File: src/verilog/cmpc_regs.svh
`ifndef CMPC_REGS_SVH
`define CMPC_REGS_SVH

////////////////////////////////////////////////////////////////////////////////
// register addresses on the special-function bus
`define CMPC_CTRL_ADDR   8'hf8
`define CMPC_MODE_ADDR   8'h9d
// bit address space: upper five bits select the control byte
`define CMPC_CTRL_BITSEL 5'h1f

////////////////////////////////////////////////////////////////////////////////
// reset values
`define CMPC_CTRL_RESET  8'h00
`define CMPC_MODE_RESET  2'h2

////////////////////////////////////////////////////////////////////////////////
// control register field positions
`define CMPC_EN_BIT      7
`define CMPC_RES_BIT     6
`define CMPC_RISE_BIT    5
`define CMPC_FALL_BIT    4
`define CMPC_HYP_MSB     3
`define CMPC_HYP_LSB     2
`define CMPC_HYN_MSB     1
`define CMPC_HYN_LSB     0
// mode register field positions
`define CMPC_MODE_MSB    1
`define CMPC_MODE_LSB    0

////////////////////////////////////////////////////////////////////////////////
// hysteresis amounts in millivolts
`define CMPC_HYST_MV_OFF 5'h00
`define CMPC_HYST_MV_LO  5'h05
`define CMPC_HYST_MV_MID 5'h0a
`define CMPC_HYST_MV_HI  5'h14

`endif

File: src/verilog/cmpc_pkg.sv
package cmpc_pkg;

    // hysteresis field codes
    typedef enum logic [1:0] {
        CMPC_HYST_OFF  = 2'h0,
        CMPC_HYST_5MV  = 2'h1,
        CMPC_HYST_10MV = 2'h2,
        CMPC_HYST_20MV = 2'h3
    } cmpc_hyst_t;

    // response mode codes, fastest first
    typedef enum logic [1:0] {
        CMPC_MODE_0 = 2'h0,
        CMPC_MODE_1 = 2'h1,
        CMPC_MODE_2 = 2'h2,
        CMPC_MODE_3 = 2'h3
    } cmpc_mode_t;

    // synchroniser state
    typedef struct packed {
        logic meta;
        logic level;
    } cmpc_sync_st_t;

    // edge detector state
    typedef struct packed {
        logic prev;
        logic rise;
        logic fall;
    } cmpc_edge_st_t;

    // control block state
    typedef struct packed {
        logic       enable;
        logic       rise_flag;
        logic       fall_flag;
        cmpc_hyst_t pos_hyst_sel;
        cmpc_hyst_t neg_hyst_sel;
        cmpc_mode_t response_mode_sel;
        logic [7:0] rdata;
        logic       latched_out;
        logic       irq;
        logic       reset_src;
        logic       power;
        logic [4:0] pos_mv;
        logic [4:0] neg_mv;
    } cmpc_top_st_t;

endpackage : cmpc_pkg

File: src/verilog/cmpc_evt_if.sv
// carries the synchronised comparator level and its edge pulses
interface cmpc_evt_if;
    logic level;
    logic rise;
    logic fall;

    modport sync_mp (output level);
    modport edge_mp (input level, output rise, output fall);
    modport ctrl_mp (input level, input rise, input fall);
endinterface : cmpc_evt_if

File: src/verilog/cmpc_edge.sv
module cmpc_edge (
    // clock and reset
    input  wire logic clk,
    input  wire logic reset,
    // edges are only reported while the comparator is on
    input  wire logic enable,
    // level in, pulses out
    cmpc_evt_if.edge_mp evt
);
    import cmpc_pkg::*;

    cmpc_edge_st_t st_q;
    cmpc_edge_st_t st_d;

    ////////////////////////////////////////////////////////////////////////////
    // previous level always tracks, so no stale edge appears on enable
    always_comb begin
        st_d      = st_q;
        st_d.prev = evt.level;
        st_d.rise = enable & evt.level & ~st_q.prev;
        st_d.fall = enable & ~evt.level & st_q.prev;
    end

    always_ff @(posedge clk or posedge reset) begin
        if (reset) begin
            st_q <= '0;
        end else begin
            st_q <= st_d;
        end
    end

    assign evt.rise = st_q.rise;
    assign evt.fall = st_q.fall;

endmodule : cmpc_edge

File: src/verilog/cmpc_sync.sv
module cmpc_sync (
    // clock and reset
    input  wire logic clk,
    input  wire logic reset,
    // raw comparator result, asynchronous to clk
    input  wire logic cmp_in,
    // synchronised level out
    cmpc_evt_if.sync_mp evt
);
    import cmpc_pkg::*;

    cmpc_sync_st_t st_q;
    cmpc_sync_st_t st_d;

    ////////////////////////////////////////////////////////////////////////////
    // two stages; meta feeds only the second stage
    always_comb begin
        st_d       = st_q;
        st_d.meta  = cmp_in;
        st_d.level = st_q.meta;
    end

    always_ff @(posedge clk or posedge reset) begin
        if (reset) begin
            st_q <= '0;
        end else begin
            st_q <= st_d;
        end
    end

    assign evt.level = st_q.level;

endmodule : cmpc_sync

File: src/verilog/cmpc_top.sv
`include "cmpc_regs.svh"

module cmpc_top (
    // clock and reset
    input  wire logic                   clk,
    input  wire logic                   reset,
    // byte access on the special-function bus
    input  wire logic [7:0]             sfr_addr,
    input  wire logic [7:0]             sfr_wdata,
    input  wire logic                   sfr_wr,
    input  wire logic                   sfr_rd,
    output logic      [7:0]             sfr_rdata_q,
    // single-bit writes in the bit-addressable space
    input  wire logic [7:0]             bit_addr,
    input  wire logic                   bit_wval,
    input  wire logic                   bit_wr,
    // analog comparator side
    input  wire logic                   cmp_in,
    output logic                        cmp_power_q,
    output cmpc_pkg::cmpc_hyst_t        pos_hyst_sel_q,
    output cmpc_pkg::cmpc_hyst_t        neg_hyst_sel_q,
    output logic      [4:0]             pos_hyst_mv_q,
    output logic      [4:0]             neg_hyst_mv_q,
    output cmpc_pkg::cmpc_mode_t        response_mode_sel_q,
    // outputs toward pins, interrupt and reset logic
    output logic                        latched_out_q,
    output logic                        raw_out,
    output logic                        cmp_irq_q,
    output logic                        reset_src_q
);
    import cmpc_pkg::*;

    ////////////////////////////////////////////////////////////////////////////
    // helpers

    // hysteresis code to millivolts, shared by both polarities
    function automatic logic [4:0] hyst_mv(input cmpc_hyst_t sel);
        logic [4:0] mv;
        mv = `CMPC_HYST_MV_OFF;
        unique case (sel)
            CMPC_HYST_OFF:  mv = `CMPC_HYST_MV_OFF;
            CMPC_HYST_5MV:  mv = `CMPC_HYST_MV_LO;
            CMPC_HYST_10MV: mv = `CMPC_HYST_MV_MID;
            CMPC_HYST_20MV: mv = `CMPC_HYST_MV_HI;
        endcase
        return mv;
    endfunction : hyst_mv

    // builds the control byte as software sees it
    function automatic logic [7:0] ctrl_image(input cmpc_top_st_t s, input logic res);
        logic [7:0] v;
        v = `CMPC_CTRL_RESET;
        v[`CMPC_EN_BIT]                   = s.enable;
        v[`CMPC_RES_BIT]                  = res;
        v[`CMPC_RISE_BIT]                 = s.rise_flag;
        v[`CMPC_FALL_BIT]                 = s.fall_flag;
        v[`CMPC_HYP_MSB:`CMPC_HYP_LSB]    = s.pos_hyst_sel;
        v[`CMPC_HYN_MSB:`CMPC_HYN_LSB]    = s.neg_hyst_sel;
        return v;
    endfunction : ctrl_image

    ////////////////////////////////////////////////////////////////////////////
    // synchroniser and edge detector

    cmpc_evt_if evt ();

    cmpc_sync u_sync (
        .clk    (clk),
        .reset  (reset),
        .cmp_in (cmp_in),
        .evt    (evt.sync_mp)
    );

    cmpc_top_st_t st_q;
    cmpc_top_st_t st_d;

    cmpc_edge u_edge (
        .clk    (clk),
        .reset  (reset),
        .enable (st_q.enable),
        .evt    (evt.edge_mp)
    );

    ////////////////////////////////////////////////////////////////////////////
    // next-state logic

    logic       ctrl_hit;
    logic       mode_hit;
    logic       bit_hit;
    logic [7:0] ctrl_new;
    logic       result;

    // decode; only the control byte is bit addressable
    assign ctrl_hit = sfr_wr & (sfr_addr == `CMPC_CTRL_ADDR);
    assign mode_hit = sfr_wr & (sfr_addr == `CMPC_MODE_ADDR);
    assign bit_hit  = bit_wr & (bit_addr[7:3] == `CMPC_CTRL_BITSEL);

    // result reads low while off, so stale data never shows
    assign result = st_q.enable & evt.level;

    // merge a byte write and a bit write into one new control image
    always_comb begin
        ctrl_new = ctrl_image(st_q, result);
        if (ctrl_hit) begin
            ctrl_new = sfr_wdata;
        end
        if (bit_hit) begin
            ctrl_new[bit_addr[2:0]] = bit_wval;
        end
    end

    always_comb begin
        st_d = st_q;

        // software-owned fields; the result bit is read only
        st_d.enable       = ctrl_new[`CMPC_EN_BIT];
        st_d.pos_hyst_sel = cmpc_hyst_t'(ctrl_new[`CMPC_HYP_MSB:`CMPC_HYP_LSB]);
        st_d.neg_hyst_sel = cmpc_hyst_t'(ctrl_new[`CMPC_HYN_MSB:`CMPC_HYN_LSB]);

        // sticky flags: an edge in the clearing cycle still sets the flag
        st_d.rise_flag = ctrl_new[`CMPC_RISE_BIT] | evt.rise;
        st_d.fall_flag = ctrl_new[`CMPC_FALL_BIT] | evt.fall;

        // response mode; upper bits of the byte are dropped
        if (mode_hit) begin
            st_d.response_mode_sel =
                cmpc_mode_t'(sfr_wdata[`CMPC_MODE_MSB:`CMPC_MODE_LSB]);
        end

        // hysteresis amounts follow the new selections
        st_d.pos_mv = hyst_mv(st_d.pos_hyst_sel);
        st_d.neg_mv = hyst_mv(st_d.neg_hyst_sel);

        // analog power follows the enable bit
        st_d.power = st_d.enable;

        // clocked outputs; forced low while off
        st_d.latched_out = st_q.enable & evt.level;
        st_d.reset_src   = st_q.enable & evt.level;

        // one request line for both edge kinds; cpu masks it
        st_d.irq = st_d.rise_flag | st_d.fall_flag;

        // read data one cycle after the strobe; unmapped reads zero
        if (sfr_rd) begin
            unique case (sfr_addr)
                `CMPC_CTRL_ADDR: st_d.rdata = ctrl_image(st_q, result);
                `CMPC_MODE_ADDR: st_d.rdata = {6'h00, st_q.response_mode_sel};
                default:         st_d.rdata = 8'h00;
            endcase
        end
    end

    ////////////////////////////////////////////////////////////////////////////
    // state register

    // everything resets to zero except the response mode
    always_ff @(posedge clk or posedge reset) begin
        if (reset) begin
            st_q                   <= '0;
            st_q.response_mode_sel <= cmpc_mode_t'(`CMPC_MODE_RESET);
        end else begin
            st_q <= st_d;
        end
    end

    ////////////////////////////////////////////////////////////////////////////
    // outputs

    assign sfr_rdata_q         = st_q.rdata;
    assign cmp_power_q         = st_q.power;
    assign pos_hyst_sel_q      = st_q.pos_hyst_sel;
    assign neg_hyst_sel_q      = st_q.neg_hyst_sel;
    assign pos_hyst_mv_q       = st_q.pos_mv;
    assign neg_hyst_mv_q       = st_q.neg_mv;
    assign response_mode_sel_q = st_q.response_mode_sel;
    assign latched_out_q       = st_q.latched_out;
    assign cmp_irq_q           = st_q.irq;
    assign reset_src_q         = st_q.reset_src;

    // raw path has no clocked stage so it keeps working with clk stopped;
    // gated only by the enable flop, which holds its value in stop mode
    assign raw_out = cmp_in & st_q.enable;

endmodule : cmpc_top
File: config.mk
export PLATFORM = sky130hd
export DESIGN_NAME = cmpc_top
export DESIGN_NICKNAME = d
export VERILOG_FILES = /design/src/verilog/cmpc_pkg.sv /design/src/verilog/cmpc_evt_if.sv /design/src/verilog/cmpc_edge.sv /design/src/verilog/cmpc_sync.sv /design/src/verilog/cmpc_top.sv
export VERILOG_INCLUDE_DIRS = /design/src /design/src/verilog
export SDC_FILE = /design/constraint.sdc
export NUM_CORES = 1
export LEC_CHECK = 0
export ABC_AREA = 1
export ABC_CLOCK_PERIOD_IN_PS = 1320
export BUFFER_PORTS_ARGS = -buffer_cell sky130_fd_sc_hd__buf_2
export CAP_MARGIN = 20
export CORE_UTILIZATION = 30
export CTS_CLUSTER_SIZE = 28
export DETAILED_ROUTE_END_ITERATION = 6
export SLEW_MARGIN = 20
export SYNTH_ARGS = -nofsm -noshare
export SYNTH_HDL_FRONTEND = slang
export SYNTH_SLANG_ARGS = --single-unit
File: constraint.sdc
create_clock -name clk -period 1.32 [get_ports clk]
set_clock_uncertainty 0.15 [all_clocks]
set_input_delay 0.264 -clock clk [delete_from_list [all_inputs] [get_ports clk]]
set_output_delay 0.264 -clock clk [all_outputs]
set_load 0.02 [all_outputs]
==> impl_metrics.csv <==
group,metric,value,unit
outcome,violations,"setup timing",
worst_setup_path,r2r_slack,0.17,ns
floorplan,num_rows,27,
global_route,grt_max_degree,32,
synthesis,synth-seq-cells,31,
routing,ant_nets,0,
global_route,gr-total-overflow,0,
pwr,powerDensity,1124,nW/µm²
synthesis,ys.flop_type,"dfrtp_1",
worst_setup_path,critPathBufInv,2,
global_route,gr-usage-met3,0.03765,
timing,hold_violations,0,
worst_setup_path,r2r-end,"sfr_rdata_q[6]",
timing,period_needed,1.354,ns
synthesis,synth_cell_types,28,
clock_tree,htreeDepth,2,
clock_tree,cts.clk_slew.worst_paths,0.06,ns
clock_tree,clock_path_buffers,2,
worst_setup_path,crit_arrival,0.94,ns
floorplan,die_w,77.87,µm
flow_run,maxCapViolations,0,
final_layout,drive_gt1_frac,0.4813,
floorplan,chipHeight,77.87,µm
worst_setup_path,cp_slowest_cell,"dfrtp_2",
floorplan,dieArea,6063,µm²
routing,drc_errors,0,
synthesis,synth_top_cells_by_count,"30 x dfrtp_1, 26 x buf_4, 24 x nand2_1",
synthesis,yosysTopAreaCellShare,0.4348,
timing,fmax,738.5,MHz
synthesis,syn_area,1727,µm²
timing,worstMarginPinSlew,0.3170,ns
timing,tns,-0.05867,ns
routing,firstDrtPassIters,4,
timing,final_max_slew_viol_count,0,
synthesis,synth_top_area_cell,"dfrtp_1",
synthesis,ys_seq_area_frac,0.4500,
worst_setup_path,crit_path_max_fanout,4,
global_route,grt_pass1_wl,5.589,mm
place,place_ws,-0.1594,ns
global_route,gr-usage-met2,0.1832,
place,io_buffer_count,58,
timing,final-setup-viol-count,2,
routing,drtIter0Drc,93,
synthesis,ys.warnings.count,0,
routing,post_drt_wl_per_cell,10.61,µm
routing,via_count,1289,
routing,wl,3.321,mm
worst_setup_path,rr_startpoint,"cmp_power_q",
min_path,worstHoldStart,"sfr_wdata[1]",
place,hpwl,2.614,mm
clock_tree,clkSinkCount,31,
clock_tree,root_buffer,"clkbuf_8",
worst_setup_path,crit_required,0.91,ns
clock_tree,cts_buffers,5,
floorplan,core_area,5540,µm²
final_layout,area_delta_synth_final,22.10,%
synthesis,synthCells,194,
routing,via_per_inst,4.118,
worst_setup_path,startpoint_type,"flop",
synthesis,synthTopCellsByArea,"dfrtp_1 43%, buf_4 11%, nand2_1 5.2%",
final_layout,final_nets,271,
place,dpl_cell_area,1946,µm²
synthesis,synthArstFlopShare,1.000,
timing,fin_ws,-0.03408,ns
pwr,worst_ir_drop_vdd,0.0004138,V
global_route,top_usage_layer,"met2",
worst_setup_path,cpPeakStageDelay,0.44,ns
timing,hold_ws,0.07627,ns
timing,maxSlewHeadroom,0.7867,
min_path,hp-class,"primary input to flop",
synthesis,syn_nets,225,
min_path,whs_path_depth,2,
worst_setup_path,end_kind,"primary output",
outcome,status,"finished, violations left",
clock_tree,insertion_delay,0.28,ns
final_layout,antennaDiodeCount,0,
worst_setup_path,crit_type,"flop to primary output",
synthesis,yosysMostFrequentCell,"dfrtp_1",
worst_setup_path,ff2ff_path_depth,5,
place,place.gp.congestion,0.7838,
global_route,grt_usage,0.1206,
floorplan,io_pins,60,
worst_setup_path,crit_chain,"nand2_2 -> inv_2 -> buf_6",
min_path,min_to,"response_mode_sel_q[1]",
clock_tree,cts_tree,"built",
synthesis,syn_area_per_cell,8.900,µm²
global_route,gr-usage-met1,0.1508,
final_layout,design_area,2108,µm²
worst_setup_path,cp_top_family,"flip-flops",
global_route,first_global_vias,1233,
timing,min_period_over_period,1.026,
synthesis,synth_edf_count,0,
final_layout,final.fill_count,598,
floorplan,start_util,0.3117,
timing,rsz0062_at_grt,"yes",
pwr,leakagePower,1.161,nW
global_route,antenna_found_initial,0,
worst_setup_path,startpoint,"cmp_power_q",
==> per-layer routing <==
layer	vias up	wire [µm]
li1	683	-
met5	-	0
met1	563	1545
met3	4	228
met2	39	1502
met4	0	45
==> how the worst max path moves through the flow <==
stage / slack (ns) / endpoint / cells past startpoint
4_1_cts: -0.06 / raw_out / 3
3_5_place_dp: -0.16 / neg_hyst_mv_q[0] / 10
5_1_grt: -0.09 / raw_out / 3
2_1_floorplan: 0.06 / cmp_irq_q / 8
6_report: -0.03 / raw_out / 3
3_3_place_gp: -0.15 / cmp_irq_q / 9
==> what timing repair did <==
item,in CTS,in global routing
endpoints found under the hold margin,31,0
setup buffers,2,1
endpoints found under the setup margin,3,5
hold buffers,2,0
resized for setup,5,2
pin swaps,1,1
==> final cells by class <==
type	instances	area, µm²	share of cell area
clock buffer	7	96.34	0.04570
timing repair buffer	67	387.9	0.1840
inverter	32	120.1	0.05697
tap	72	90.09	0.04273
sequential	31	778.2	0.3691
clock inverter	1	7.507	0.003561
multi-input combinational	103	628.1	0.2979
==> stage by stage <==
stage	utilization	power [W]	instances
6_report	0.3805	0.002370	313
5_1_grt	0.3805	0.002500	313
4_1_cts	0.3787	0.002400	312
3_5_place_dp	0.3512	0.001548	300
3_3_place_gp	0.3512	0.001543	300
2_1_floorplan	-	0.001450	194
==> registers in the layout, indices dropped and copies added, names as in the netlist <==
name,cells
cmp_irq_q,1
cmp_power_q,1
neg_hyst_mv_q,4
neg_hyst_sel_q,2
pos_hyst_mv_q,4
pos_hyst_sel_q,1
reset_src_q,1
response_mode_sel_q,2
sfr_rdata_q,8
st_q,2
u_edge.evt.fall,1
u_edge.evt.rise,1
u_edge.st_q,1
u_sync.evt.level,1
u_sync.st_d,1
==> placed cells by master (no fill, tap or decap), drive strengths merged <==
cell	instances
dfrtp	30
a31oi	2
clkbuf	7
and2	1
nand2	36
nand4	12
o21ai	10
inv	32
dfstp	1
dlygate4sd3	2
nor2	20
buf	65
mux2	1
nor4	1
clkinvlp	1
or2	1
a21oi	1
nand3	18
==> kinds of logic after synthesis <==
logic type	Yosys count	synth area share
muxes	1	0.006521
DFF	31	0.4500
AOI/OAI and AO/OA	13	0.04348
buffers and inverters	60	0.1877
and+or+nand+nor	89	0.3123
==> where the power goes <==
group          internal (W)  switching [W]  total, W
Clock              0.000474       0.000348  0.000822
Combinational      0.000177       0.000296  0.000473
Sequential          0.00103      0.0000461   0.00108
Total               0.00168       0.000690   0.00237
No activity file was read; power rests on OpenSTA's default activity.
